==> src/rss_pkg.sv <==
// package for the reset strap sequencer: timing counts, strap record types
// assumes a single 20 MHz host clock
package rss_pkg;

  // ==========================================================
  // clock and timing
  localparam int unsigned CLK_HZ          = 20_000_000;
  localparam int unsigned CPU_RST_DLY_US  = 1000;
  localparam int unsigned CPU_RST_DLY_CYC = CPU_RST_DLY_US * (CLK_HZ / 1_000_000);
  localparam int unsigned STRAP_LEAD_CLK  = 6;
  localparam int unsigned STRAP_LAG_CLK   = 4;
  localparam int unsigned FLOAT_HOLD_CLK  = 4;
  localparam int unsigned MAX_OUTSTANDING = 4;

  // ==========================================================
  // strap defaults (pin pull values when nothing is fitted)
  localparam logic QUEUE_DEPTH_MEM_DFLT = 1'b1;
  localparam logic QUICK_START_MEM_DFLT = 1'b1;
  localparam logic RESERVED_MEM_VALUE   = 1'b1;

  // ==========================================================
  // bridge_config_reg bit positions
  localparam int unsigned CFG_QUEUE_DEPTH_BIT = 2;
  localparam int unsigned CFG_RESERVED_BIT    = 13;
  localparam int unsigned CFG_WIDTH           = 16;

  typedef struct packed {
    logic reserved_mem;
    logic queue_depth_mem;
    logic quick_start_mem;
  } rss_straps_s;

  typedef struct packed {
    logic system_reset;
    logic cold_reset;
    logic suspend;
  } rss_power_s;

endpackage

==> src/rss_reset_strap_sequencer.sv <==
// reset strap sequencer: strap capture, processor reset timing, strap drive
// assumes pins pass through pad logic outside; enables high while driving
// What this block does
// strap pins stay undriven during system reset and at least four clocks after it ends.
// strap values are captured at system reset release into the configuration bits.
// an unfitted strap reads back as its internal pull default.
// controlled processor straps go active at least six clocks before processor reset releases.
// controlled processor straps go inactive four clocks after processor reset releases.
// the processor samples the quick-start strap at processor reset release.
// the processor samples the queue-depth strap at release; asserted means depth one.
// with maximum queue depth, outstanding bus transactions are held to four by block-next-request.
// the reserved strap bit 13 is forced to one.
// the system reset input pulldown is on in suspend and cold reset only.
// host and pci clock pulldowns are on in cold reset and suspend only.
// the memory clock feedback pulldown is on in suspend and cold reset.
// processor reset is active whenever system reset is asserted.
// processor reset releases 1 ms after system reset releases.
// a zero queue-depth memory strap drives the queue-depth address strap low around release.
// a one quick-start memory strap drives the quick-start address strap low around release.
// straps latch on system reset release and hold until the next system reset.
module rss_reset_strap_sequencer
  import rss_pkg::*;
#(
  parameter int unsigned CPU_RST_CYC = CPU_RST_DLY_CYC
)(
  // clock and reset
  input  wire logic                 CLK,
  input  wire logic                 RESETN,
  // system state
  input  wire logic                 SYSTEM_RESET_N,
  input  wire logic                 COLD_RESET,
  input  wire logic                 SUSPEND,
  // strap pins (raw, asynchronous)
  input  wire logic                 QUEUE_DEPTH_MEM_STRAP,
  input  wire logic                 QUICK_START_MEM_STRAP,
  input  wire logic                 RESERVED_MEM_STRAP,
  output logic                      STRAP_PINS_OE,
  // processor bus
  output logic                      PROCESSOR_RESET_N,
  output logic                      QUEUE_DEPTH_ADDR_STRAP_O,
  output logic                      QUEUE_DEPTH_ADDR_STRAP_OE,
  output logic                      QUICK_START_ADDR_STRAP_O,
  output logic                      QUICK_START_ADDR_STRAP_OE,
  input  wire logic                 QUEUE_DEPTH_ADDR_STRAP_I,
  input  wire logic                 TXN_ISSUE,
  input  wire logic                 TXN_DONE,
  output logic                      BLOCK_NEXT_REQUEST_N,
  // configuration and pulldowns
  output logic [CFG_WIDTH-1:0]      BRIDGE_CONFIG_REG,
  output logic                      QUICK_START_CFG,
  output logic                      IN_ORDER_QUEUE_DEPTH_MAX,
  output logic                      SYSTEM_RESET_PULLDOWN,
  output logic                      CLOCK_PULLDOWN,
  output logic                      MEMORY_CLOCK_PULLDOWN
);

  // ==========================================================
  // synchronisers
  logic [1:0]  sysrst_sync;
  rss_straps_s strap_s1;
  rss_straps_s strap_s2;
  logic [1:0]  qd_addr_sync;
  logic [1:0]  cold_sync;
  logic [1:0]  susp_sync;

  always_ff @(posedge CLK or negedge RESETN)
  begin
    if (!RESETN)
    begin
      sysrst_sync  <= 2'h0;
      strap_s1     <= '0;
      strap_s2     <= '0;
      qd_addr_sync <= 2'h3;
      cold_sync    <= 2'h3;
      susp_sync    <= 2'h0;
    end
    else
    begin
      sysrst_sync  <= {sysrst_sync[0], SYSTEM_RESET_N};
      strap_s1     <= '{RESERVED_MEM_STRAP, QUEUE_DEPTH_MEM_STRAP, QUICK_START_MEM_STRAP};
      strap_s2     <= strap_s1;
      qd_addr_sync <= {qd_addr_sync[0], QUEUE_DEPTH_ADDR_STRAP_I};
      cold_sync    <= {cold_sync[0], COLD_RESET};
      susp_sync    <= {susp_sync[0], SUSPEND};
    end
  end

  logic sys_rst;
  logic sys_rst_d;
  logic sys_rel;
  assign sys_rst = !sysrst_sync[1];
  assign sys_rel = sys_rst_d && !sys_rst;

  always_ff @(posedge CLK or negedge RESETN)
  begin
    if (!RESETN)
      sys_rst_d <= 1'h1;
    else
      sys_rst_d <= sys_rst;
  end

  // ==========================================================
  // strap capture; the pads' pulls give the default when unfitted
  rss_straps_s latched;

  always_ff @(posedge CLK or negedge RESETN)
  begin
    if (!RESETN)
      latched <= '{RESERVED_MEM_VALUE, QUEUE_DEPTH_MEM_DFLT, QUICK_START_MEM_DFLT};
    else if (sys_rel)
    begin
      latched.queue_depth_mem <= strap_s2.queue_depth_mem;
      latched.quick_start_mem <= strap_s2.quick_start_mem;
      latched.reserved_mem    <= RESERVED_MEM_VALUE;
    end
  end

  always_ff @(posedge CLK or negedge RESETN)
  begin
    if (!RESETN)
      BRIDGE_CONFIG_REG <= '0;
    else
    begin
      BRIDGE_CONFIG_REG                      <= '0;
      BRIDGE_CONFIG_REG[CFG_QUEUE_DEPTH_BIT] <= latched.queue_depth_mem;
      BRIDGE_CONFIG_REG[CFG_RESERVED_BIT]    <= RESERVED_MEM_VALUE;
    end
  end

  // ==========================================================
  // processor reset timer: counts from system reset release
  localparam int unsigned CW = $clog2(CPU_RST_CYC + STRAP_LAG_CLK + 2);
  logic [CW-1:0] rel_cnt;
  logic          cpu_rst;
  logic [2:0]    lag_cnt;

  always_ff @(posedge CLK or negedge RESETN)
  begin
    if (!RESETN)
    begin
      rel_cnt <= '0;
      cpu_rst <= 1'h1;
    end
    else if (sys_rst)
    begin
      rel_cnt <= '0;
      cpu_rst <= 1'h1;
    end
    else if (cpu_rst)
    begin
      if (rel_cnt == CW'(CPU_RST_CYC - 1))
        cpu_rst <= 1'h0;
      rel_cnt <= rel_cnt + CW'(1);
    end
  end

  always_ff @(posedge CLK or negedge RESETN)
  begin
    if (!RESETN)
      lag_cnt <= 3'h0;
    else if (cpu_rst)
      lag_cnt <= 3'h0;
    else if (lag_cnt != 3'(STRAP_LAG_CLK))
      lag_cnt <= lag_cnt + 3'h1;
  end

  // drive window opens at least six clocks before release, never in system reset
  logic drive_win;
  assign drive_win = !sys_rst && !sys_rel && cpu_rst
                     && (rel_cnt >= CW'(FLOAT_HOLD_CLK))
                     && (rel_cnt <= CW'(CPU_RST_CYC - STRAP_LEAD_CLK));

  logic drv_on;
  always_ff @(posedge CLK or negedge RESETN)
  begin
    if (!RESETN)
      drv_on <= 1'h0;
    else if (sys_rst)
      drv_on <= 1'h0;
    else if (drive_win)
      drv_on <= 1'h1;
    else if (!cpu_rst && lag_cnt >= 3'(STRAP_LAG_CLK - 1))
      drv_on <= 1'h0;
  end

  always_ff @(posedge CLK or negedge RESETN)
  begin
    if (!RESETN)
    begin
      PROCESSOR_RESET_N         <= 1'h0;
      QUEUE_DEPTH_ADDR_STRAP_OE <= 1'h0;
      QUICK_START_ADDR_STRAP_OE <= 1'h0;
      QUEUE_DEPTH_ADDR_STRAP_O  <= 1'h1;
      QUICK_START_ADDR_STRAP_O  <= 1'h1;
      STRAP_PINS_OE             <= 1'h0;
    end
    else
    begin
      PROCESSOR_RESET_N         <= !cpu_rst && !sys_rst;
      QUEUE_DEPTH_ADDR_STRAP_OE <= drv_on && !sys_rst && !latched.queue_depth_mem;
      QUICK_START_ADDR_STRAP_OE <= drv_on && !sys_rst && latched.quick_start_mem;
      QUEUE_DEPTH_ADDR_STRAP_O  <= 1'h0;
      QUICK_START_ADDR_STRAP_O  <= 1'h0;
      // memory strap pins return only after the float hold
      STRAP_PINS_OE             <= !sys_rst && (rel_cnt >= CW'(FLOAT_HOLD_CLK) || !cpu_rst);
    end
  end

  // ==========================================================
  // queue-depth readback at processor reset release
  logic cpu_rst_d;
  always_ff @(posedge CLK or negedge RESETN)
  begin
    if (!RESETN)
    begin
      cpu_rst_d                <= 1'h1;
      IN_ORDER_QUEUE_DEPTH_MAX <= 1'h0;
      QUICK_START_CFG          <= 1'h0;
    end
    else
    begin
      cpu_rst_d <= cpu_rst;
      if (cpu_rst_d && !cpu_rst)
      begin
        // low on the active-low line means depth one
        IN_ORDER_QUEUE_DEPTH_MAX <= qd_addr_sync[1];
        QUICK_START_CFG          <= latched.quick_start_mem;
      end
    end
  end

  // ==========================================================
  // pipeline throttle
  logic [3:0] outstanding;
  always_ff @(posedge CLK or negedge RESETN)
  begin
    if (!RESETN)
      outstanding <= 4'h0;
    else if (cpu_rst)
      outstanding <= 4'h0;
    else
      outstanding <= outstanding + 4'(TXN_ISSUE) - 4'(TXN_DONE && outstanding != 4'h0);
  end

  always_ff @(posedge CLK or negedge RESETN)
  begin
    if (!RESETN)
      BLOCK_NEXT_REQUEST_N <= 1'h1;
    else
      BLOCK_NEXT_REQUEST_N <= !(IN_ORDER_QUEUE_DEPTH_MAX
                               && (outstanding + 4'(TXN_ISSUE) >= 4'(MAX_OUTSTANDING)));
  end

  // ==========================================================
  // pulldowns
  always_ff @(posedge CLK or negedge RESETN)
  begin
    if (!RESETN)
    begin
      SYSTEM_RESET_PULLDOWN <= 1'h1;
      CLOCK_PULLDOWN        <= 1'h1;
      MEMORY_CLOCK_PULLDOWN <= 1'h1;
    end
    else
    begin
      SYSTEM_RESET_PULLDOWN <= cold_sync[1] || susp_sync[1];
      CLOCK_PULLDOWN        <= cold_sync[1] || susp_sync[1];
      MEMORY_CLOCK_PULLDOWN <= cold_sync[1] || susp_sync[1];
    end
  end
endmodule

==> config.mk <==
export PLATFORM = sky130hd
export DESIGN_NAME = rss_reset_strap_sequencer
export DESIGN_NICKNAME = d
export VERILOG_FILES = /design/src/rss_pkg.sv /design/src/rss_reset_strap_sequencer.sv
export SDC_FILE = /design/constraint.sdc
export NUM_CORES = 1
export LEC_CHECK = 0
export BUFFER_PORTS_ARGS = -buffer_cell sky130_fd_sc_hd__buf_4
export CORE_MARGIN = 4
export CORE_UTILIZATION = 57
export CTS_BUF_LIST = sky130_fd_sc_hd__clkbuf_8
export DETAILED_ROUTE_END_ITERATION = 16
export PLACE_DENSITY = 0.81
export SYNTH_ARGS = -nofsm -noshare
export SYNTH_HDL_FRONTEND = slang
export SYNTH_SLANG_ARGS = --single-unit
==> constraint.sdc <==
create_clock -name CLK -period 2.1 [get_ports CLK]
set_input_delay 0.315 -clock CLK [delete_from_list [all_inputs] [get_ports CLK]]
set_output_delay 0.315 -clock CLK [all_outputs]
set_load 0.005 [all_outputs]
==> results of run 1 <==
[how the worst max path moves through the flow]
stage	end	cells after the start	startpoint	slack, ps
2_1_floorplan	rel_cnt[14]	5	cpu_rst	620
3_3_place_gp	outstanding[3]	7	TXN_ISSUE	540
3_5_place_dp	rel_cnt[14]	5	rel_cnt[1]	510
4_1_cts	rel_cnt[14]	5	rel_cnt[1]	490
5_1_grt	rel_cnt[14]	5	rel_cnt[1]	410
6_report	rel_cnt[14]	5	rel_cnt[1]	490
[cell families (layout without fill, tap and decap cells)]
logic type                 after synthesis  in the layout  synth area share
DFF                                     51             51             0.569
adders and majority gates                9              9            0.0496
and+or+nand+nor                         65             65             0.157
muxes                                    6              6            0.0287
other                                    2             16           0.00331
AOI/OAI and AO/OA                       18             18            0.0502
buffers and inverters                   28             39            0.0844
xor gates and xnor gates                15             15            0.0579
[power breakdown]
part / switching, mW / internal [mW]
logic: 0.0474 / 0.0385
clock network: 0.323 / 0.359
registers: 0.0210 / 1.02
total: 0.391 / 1.42
[final cells by class]
class	count	area (um^2)	area share
multi-input combinational	129	838	0.333
timing repair buffer	24	180	0.0716
clock inverter	3	46.3	0.0184
clock buffer	5	68.8	0.0273
sequential	51	1290	0.513
tap	48	60.1	0.0239
inverter	7	31.3	0.0124
[synth_stat cells (all sizes together)]
cell    count  area (um^2)
mux2i       2         20.0
and3        4         27.5
ha          9          113
a32o        1         10.0
and4        3         28.8
or3         2         12.5
or4b        1         10.0
nand3       6         30.0
a22oi       1         7.51
nor4        2         12.5
xnor2       8         70.1
inv         7         31.3
clkbuf      3         21.3
nor3        2         10.0
or2         1         6.26
conb        2         7.51
and4b       1         10.0
o21ai       6         30.0
a21oi       5         25.0
and2        1         7.51
nand2b      3         18.8
o211ai      2         15.0
xor2        7         61.3
nand4       5         46.3
a211oi      2         15.0
dfstp      12          315
nor3b       2         15.0
mux2        4         45.0
buf        18          139
dfrtp      39          976
nand2      12         45.0
nor2       20         75.1
o41a        1         11.3
[per-layer routing]
metal  vias to the layer above  share of wire  GRT usage  routed length [um]
met5                         -              0          0                   0
li1                        669              -          -                   -
met1                       660           0.44      0.185                1550
met3                         7          0.044     0.0398                 157
met2                        26           0.50      0.252                1790
met4                         0          0.014     0.0605                  48
[cells in the final DEF (no fill, tap or decap), types with 2 or more instances in the layout]
master    instances
o211ai_1          2
o21ai_0           5
nor3_1            2
ha_1              9
nand3_1           6
clkbuf_8          5
nand4_1           4
xor2_1            7
mux2i_1           2
nand2b_1          3
inv_6             2
dfstp_2          12
buf_4            24
a21oi_1           5
and3_1            2
nor2_1           20
nor3b_1           2
nor4_1            2
a211oi_1          2
conb_1           16
dfrtp_1          39
mux2_2            4
and3_2            2
nand2_1          12
or3_1             2
and4_1            2
inv_1             6
xnor2_1           8
[worst max-delay path, stage by stage (launching register included)]
cell     delay (ps)
dfrtp_1         430
ha_1            210
and3_2          260
nand4_4         130
or3_1           360
a21oi_1         140
[through the flow]
step	utilization	cell area [um^2]	setup WS [ps]	std cells
after floorplan	-	2320	616	208
after global placement	0.641	2400	540	259
after detailed placement	0.641	2400	510	259
after CTS	0.672	2520	492	267
after global routing	0.672	2520	413	267
final	0.672	2520	494	267
==> results.yml, run 1 <==
status:
  status: "finished, final reports clean"
finish:
  nFillCells: 299
  insertedDiodeCount: 0
  final_layout_size_suffix_gt1_frac: 0.251
  area_growth_pct: 10.9
  largest_reg_flops: 15
  top_regs: "rel_cnt: 15 flops, outstanding: 4 flops, lag_cnt: 3 flops"
  layout.nets: 238
  largest_register: "rel_cnt"
floorplan:
  fp-row-count: 22
  initial_core_util: 0.606
  ios: 39
  die-area_mm2: 0.00505
  fp.dieW_um: 71.1
  core-area_mm2: 0.00374
  die_h_um: 71.1
sta:
  hold_viol: 0
  maxSlewViolCount: 0
  fmax_ghz: 0.623
  hold_slack_ps: 23.4
  worst_slew_pin_slew_ps: 608
  period_needed_ps: 1610
  max-slew-margin-rel: 0.595
  fin_crit_sh: 0.765
  tns_ps: 0
  fin_worst_skew_ps: 4.47
  grt_setup_unrepaired: "no"
  setup_viol: 0
worst_setup_path:
  critPathLaunchType: "flop"
  arrival_ps: 1840
  rr_worst_depth: 5
  required_ps: 2340
  critPathCaptureType: "flop"
  crit-reg2reg-capture: "rel_cnt[14]"
  path_class: "flop to flop"
  critPathMaxFanout: 5
  r2r_slack_ps: 490
  r2r_start: "rel_cnt[1]"
route:
  vias_per_cell: 5.10
  vias: 1362
  dr.first_iter.drc_count: 79
  wl_per_cell_um: 13.3
  drc: 0
  drt_first_pass_iters: 4
  drt_wl_total_mm: 3.54
  drtAntennaViolNets: 0
logic_synthesis:
  postSynthAreaPerCell_um2: 11.7
  synth_cell_type_count: 40
  synthCells: 194
  syn_area_mm2: 0.00227
  synth_warnings: 0
  ys_seq_elements: 51
  synth_seq_area_share: 0.569
clock_tree:
  h-tree-depth: 2
  post_cts_buffers: 0
  clock-sinks: 51
  cts-root-buf: "clkbuf_8"
  hold_buffers: 0
  cts_buffers: 5
  clock_latency_ps: 300
  cts_tree: "done"
  cts_resized: 0
  clkTransAtPathRegs_ps: 90
  cts_buffer_depth: 2
job:
  maxCapViolations: 0
global_route:
  grt_pass1_vias: 1333
  grt_first_pass_wirelength_mm: 5.94
  gr-total-overflow: 0
  grt_usage: 0.150
  grt_max_degree: 52
  antenna_found_initial: 0
placement:
  io_buffer_count: 23
  place_hpwl_mm: 2.38
  gp_congestion: 0.760
worst_hold_path:
  min_path_type: "input port to asynchronous set/reset pin"
power:
  irDropWorstVdd_mv: 0.390
  power_per_cell_area_mw_per_mm2: 719
  fin_total_pwr_mw: 1.81
  p_leak_nw: 1.18
Power figures use the tool's default switching activity.
==> run 2: changes to the inputs <==
CORE_UTILIZATION = 52   (was 57)
PLACE_DENSITY = 0.78   (was 0.81)
clock period = 1.3 ns   (was 2.1 ns; I/O delays follow)
==> results.yml, run 2 (synthesis results as in run 1) <==
status:
  status: "finished, violations left"
  violations: "setup timing"
power:
  p_int_mw: 2.33
  power_per_cell_area_mw_per_mm2: 959
  pwr-share-seq: 0.567
  p_clk_frac: 0.358
  p_comb_frac: 0.074
  power_switching_uw: 637
  p_leak_nw: 1.47
  irDropWorstVdd_mv: 0.754
  swShare: 0.215
sta:
  fin_crit_sh: 1.15
  period_needed_ps: 1490
  setup_slack_ps: -191
  hold_viol: 0
  fin_worst_skew_ps: 8.55
  tns_ps: -1820
  setup_viol: 18
  hold_slack_ps: 291
  fmax_ghz: 0.671
  grt_setup_unrepaired: "yes"
  maxSlewViolCount: 0
finish:
  final_layout_size_suffix_gt1_frac: 0.448
  layout.nets: 289
  mostFrequentLayoutCell: "buf_4"
  final_cell_mix: "buf_4, dfrtp_1, nor2_1"
  insertedDiodeCount: 0
  largest_reg_flops: 15
  final_util: 0.752
  top_regs: "rel_cnt: 15 flops, outstanding: 4 flops, lag_cnt: 3 flops"
  area_growth_pct: 36.5
  final_area_mm2: 0.00310
  largest_register: "rel_cnt"
global_route:
  met2_usage: 0.311
  antenna_found_initial: 0
  grt_busiest_layer: "met2"
  gr-total-overflow: 0
  grt_util_met3: 0.0500
  grt_max_degree: 24
  grt_first_pass_wirelength_mm: 7.36
  gr-usage-met1: 0.210
  grt_usage: 0.176
  grt_pass1_vias: 1618
route:
  vias: 1618
  drc: 0
  drt_wl_total_mm: 4.72
  wl_per_cell_um: 14.7
  drt_first_pass_iters: 4
  vias_per_cell: 5.06
  dr.first_iter.drc_count: 51
  drtAntennaViolNets: 0
floorplan:
  initial_core_util: 0.551
  core-area_mm2: 0.00412
  die_h_um: 74.1
  fp.dieW_um: 74.1
  die-area_mm2: 0.00548
  ios: 39
  fp-row-count: 23
clock_tree:
  h-tree-depth: 2
  clock-sinks: 51
  clkTransAtPathRegs_ps: 90
  clock_latency_ps: 300
  cts_buffer_depth: 2
  cts_tree: "done"
  cts_buffers: 5
  cts-root-buf: "clkbuf_8"
worst_setup_path:
  slowest_delay_ps: 410
  cp_slowest_cell: "dfrtp_1"
  path_class: "flop to flop"
  critPathLaunchType: "flop"
  critPathCaptureType: "flop"
  arrival_ps: 1720
  crit_chain: "ha_2, and3_4, nand4_4, or3_4, a21oi_2"
  required_ps: 1530
  critPathMaxFanout: 5
job:
  maxCapViolations: 0
placement:
  place_hpwl_mm: 3.11
  post_dp_cell_area_mm2: 0.00270
  io_buffer_count: 23
  gp_congestion: 0.779
worst_hold_path:
  min_path_type: "input port to asynchronous set/reset pin"
==> run 2: power groups by stage <==
stage | clock network (mW) | registers, mW | logic, mW
2_1_floorplan | 0 | 1.70 | 0.102
6_report | 1.06 | 1.68 | 0.221
3_5_place_dp | 0 | 1.71 | 0.183
3_3_place_gp | 0 | 1.71 | 0.178
5_1_grt | 1.16 | 1.69 | 0.242
4_1_cts | 1.09 | 1.68 | 0.212
==> run 2: path summary, 6_finish.rpt <==
kind / startpoint / end / slack, ps / cells past startpoint
setup / recovery: rel_cnt[1] / rel_cnt[14] / -190 / 5
setup reg to reg: rel_cnt[1] / rel_cnt[14] / -190 / 5
min in group CLK: TXN_DONE / outstanding[0] / 350 / 4
hold / removal: RESETN / rel_cnt[6] / 290 / 2
hold reg to reg: strap_s1[1] / strap_s2[1] / 350 / 0
max in group asynchronous: RESETN / qd_addr_sync[0] / 490 / 3
==> run 2: critical path: cells and delay by family (launching register included) <==
family	cells	cell delay, ps
fa+ha+maj	1	210
simple gates	3	660
flops	1	410
compound gates	1	130
==> run 2: through the flow <==
| stage | cells | setup slack [ps] | power, mW |
|---|---|---|---|
| 2_1_floorplan | 208 | -125 | 1.81 |
| 3_3_place_gp | 294 | -149 | 1.89 |
| 3_5_place_dp | 294 | -202 | 1.90 |
| 4_1_cts | 318 | -177 | 2.99 |
| 5_1_grt | 320 | -248 | 3.09 |
| 6_report | 320 | -191 | 2.97 |
==> run 2: final cells by class <==
cell class | instances | area [um^2]
flip-flops and latches | 51 | 1290
fillers | 272 | 1020
multi-input cells | 129 | 991
repair buffers | 75 | 608
clock buffers | 5 | 68.8
well taps | 50 | 62.6
clock inverters | 3 | 41.3
inverters | 7 | 31.3
==> run 2: routing by layer <==
metal,share of wire,vias to the layer above
li1,-,769
met1,0.40,791
met2,0.54,45
met3,0.046,13
met4,0.016,0
met5,0,-
==> run 2: repair_timing <==
action                                  in CTS  in global routing
endpoints found under the hold margin       31                  0
gates resized for setup                     17                 13
hold buffers                                 7                  0
cloned                                       0                  0
pin swaps                                   15                 11
endpoints found under the setup margin      19                 21
setup buffers                               10                  3
==> run 3: changes to the inputs <==
CORE_UTILIZATION = 40   (was 52)
PLACE_DENSITY = not set   (was 0.78)
SETUP_SLACK_MARGIN = 0.02   (was not set)
SKIP_CTS_REPAIR_TIMING = 1   (was not set)
==> results.yml, run 3 (synthesis results as in run 1) <==
status:
  status: "finished, violations left"
  violations: "setup timing"
power:
  p_clk_frac: 0.373
  power_per_cell_area_mw_per_mm2: 978
  power_switching_uw: 625
  swShare: 0.208
  pwr-share-seq: 0.559
  p_leak_nw: 1.46
  p_comb_frac: 0.068
  irDropWorstVdd_mv: 0.715
  fin_total_pwr_mw: 3.00
  p_int_mw: 2.38
clock_tree:
  clock_latency_ps: 290
  cts-root-buf: "clkbuf_8"
  cts_tree: "done"
  cts_buffer_depth: 2
  clock-sinks: 51
  h-tree-depth: 2
  cts_buffers: 5
  clkTransAtPathRegs_ps: 90
finish:
  layout.nets: 285
  mostFrequentLayoutCell: "buf_4"
  insertedDiodeCount: 0
  largest_reg_flops: 15
  final_area_mm2: 0.00307
  largest_register: "rel_cnt"
  area_growth_pct: 35.4
  final_layout_size_suffix_gt1_frac: 0.459
  top_regs: "rel_cnt: 15 flops, outstanding: 4 flops, lag_cnt: 3 flops"
  final_cell_mix: "buf_4, dfrtp_1, nor2_1"
worst_hold_path:
  hold_depth: 4
  min_path_type: "input port to flop"
worst_setup_path:
  critPathMaxFanout: 5
  critPathLaunchType: "flop"
  arrival_ps: 1750
  path_class: "flop to flop"
  rr_worst_depth: 5
  critPathCaptureType: "flop"
  required_ps: 1530
placement:
  gp_congestion: 0.810
  place_hpwl_mm: 2.89
  io_buffer_count: 23
  post_dp_cell_area_mm2: 0.00271
global_route:
  grt_max_degree: 33
  met2_usage: 0.201
  grt_busiest_layer: "met2"
  gr-usage-met1: 0.144
  gr-total-overflow: 0
  grt_util_met3: 0.0347
  grt_pass1_vias: 1515
  grt_usage: 0.119
  antenna_found_initial: 0
  grt_first_pass_wirelength_mm: 6.78
sta:
  hold_viol: 0
  setup_slack_ps: -218
  fmax_ghz: 0.659
  maxSlewViolCount: 0
  period_needed_ps: 1520
  fin_worst_skew_ps: 7.11
  fin_crit_sh: 1.17
  grt_setup_unrepaired: "yes"
  setup_viol: 16
route:
  drtAntennaViolNets: 0
  vias_per_cell: 4.71
  drc: 0
  drt_first_pass_iters: 4
  vias: 1591
  drt_wl_total_mm: 4.40
  wl_per_cell_um: 13.0
  dr.first_iter.drc_count: 43
floorplan:
  core-area_mm2: 0.00551
  fp-row-count: 27
  initial_core_util: 0.412
  die-area_mm2: 0.00694
  fp.dieW_um: 83.3
  die_h_um: 83.3
  ios: 39
job:
  maxCapViolations: 0
## run 3: cell count changes in the layout (fill, tap and decap cells not counted), sizes merged
cell      change
clkbuf        +1
clkinvlp      -1
clkinv        +1
buf           -4
inv           -1
## run 3: final timing paths
check                           slack, ps           start                       end
max in group asynchronous             460          RESETN                latched[0]
worst max register to register       -220      rel_cnt[0]               rel_cnt[14]
worst min-delay path                  300        TXN_DONE            outstanding[0]
worst min register to register        360  sysrst_sync[0]            sysrst_sync[1]
min in group asynchronous             310          RESETN  IN_ORDER_QUEUE_DEPTH_MAX
worst max-delay path                 -220      rel_cnt[0]               rel_cnt[14]
## run 3: power by group through the flow
stage | logic (mW) | clock network [mW] | registers (mW)
3_5_place_dp | 0.183 | 0 | 1.71
4_1_cts | 0.183 | 1.15 | 1.68
2_1_floorplan | 0.102 | 0 | 1.70
5_1_grt | 0.225 | 1.22 | 1.69
6_report | 0.203 | 1.12 | 1.68
3_3_place_gp | 0.179 | 0 | 1.71
## run 3: area by class of cell
type / instances / area (um^2)
fillers: 486 / 2430
repair buffers: 71 / 574
well taps: 72 / 90.1
inverters: 7 / 31.3
clock buffers: 6 / 82.6
flip-flops and latches: 51 / 1300
clock inverters: 2 / 35.0
multi-input cells: 129 / 962
## run 3: through the flow
| step | worst slack, ps | hold WS (ps) | setup TNS [ps] | util | instances |
|---|---|---|---|---|---|
| after floorplan | -125 | -101 | -912 | - | 208 |
| after global placement | -168 | 92.5 | -1700 | 0.492 | 314 |
| after detailed placement | -178 | 93.0 | -1760 | 0.492 | 314 |
| after CTS | -201 | -230 | -2240 | 0.514 | 322 |
| after global routing | -292 | 307 | -3380 | 0.558 | 338 |
| final | -218 | 300 | -1560 | 0.558 | 338 |
## run 3: worst max-delay path: stages (launching register included)
cell     delay, ps
dfrtp_1        420
ha_2           210
and3_4         220
nand4_4        120
or3_4          340
a21oi_2        130
## run 3: per-layer routing
layer / share of wire / up-vias
li1: - / 761
met2: 0.50 / 35
met5: 0 / -
met3: 0.041 / 7
met1: 0.44 / 788
met4: 0.012 / 0
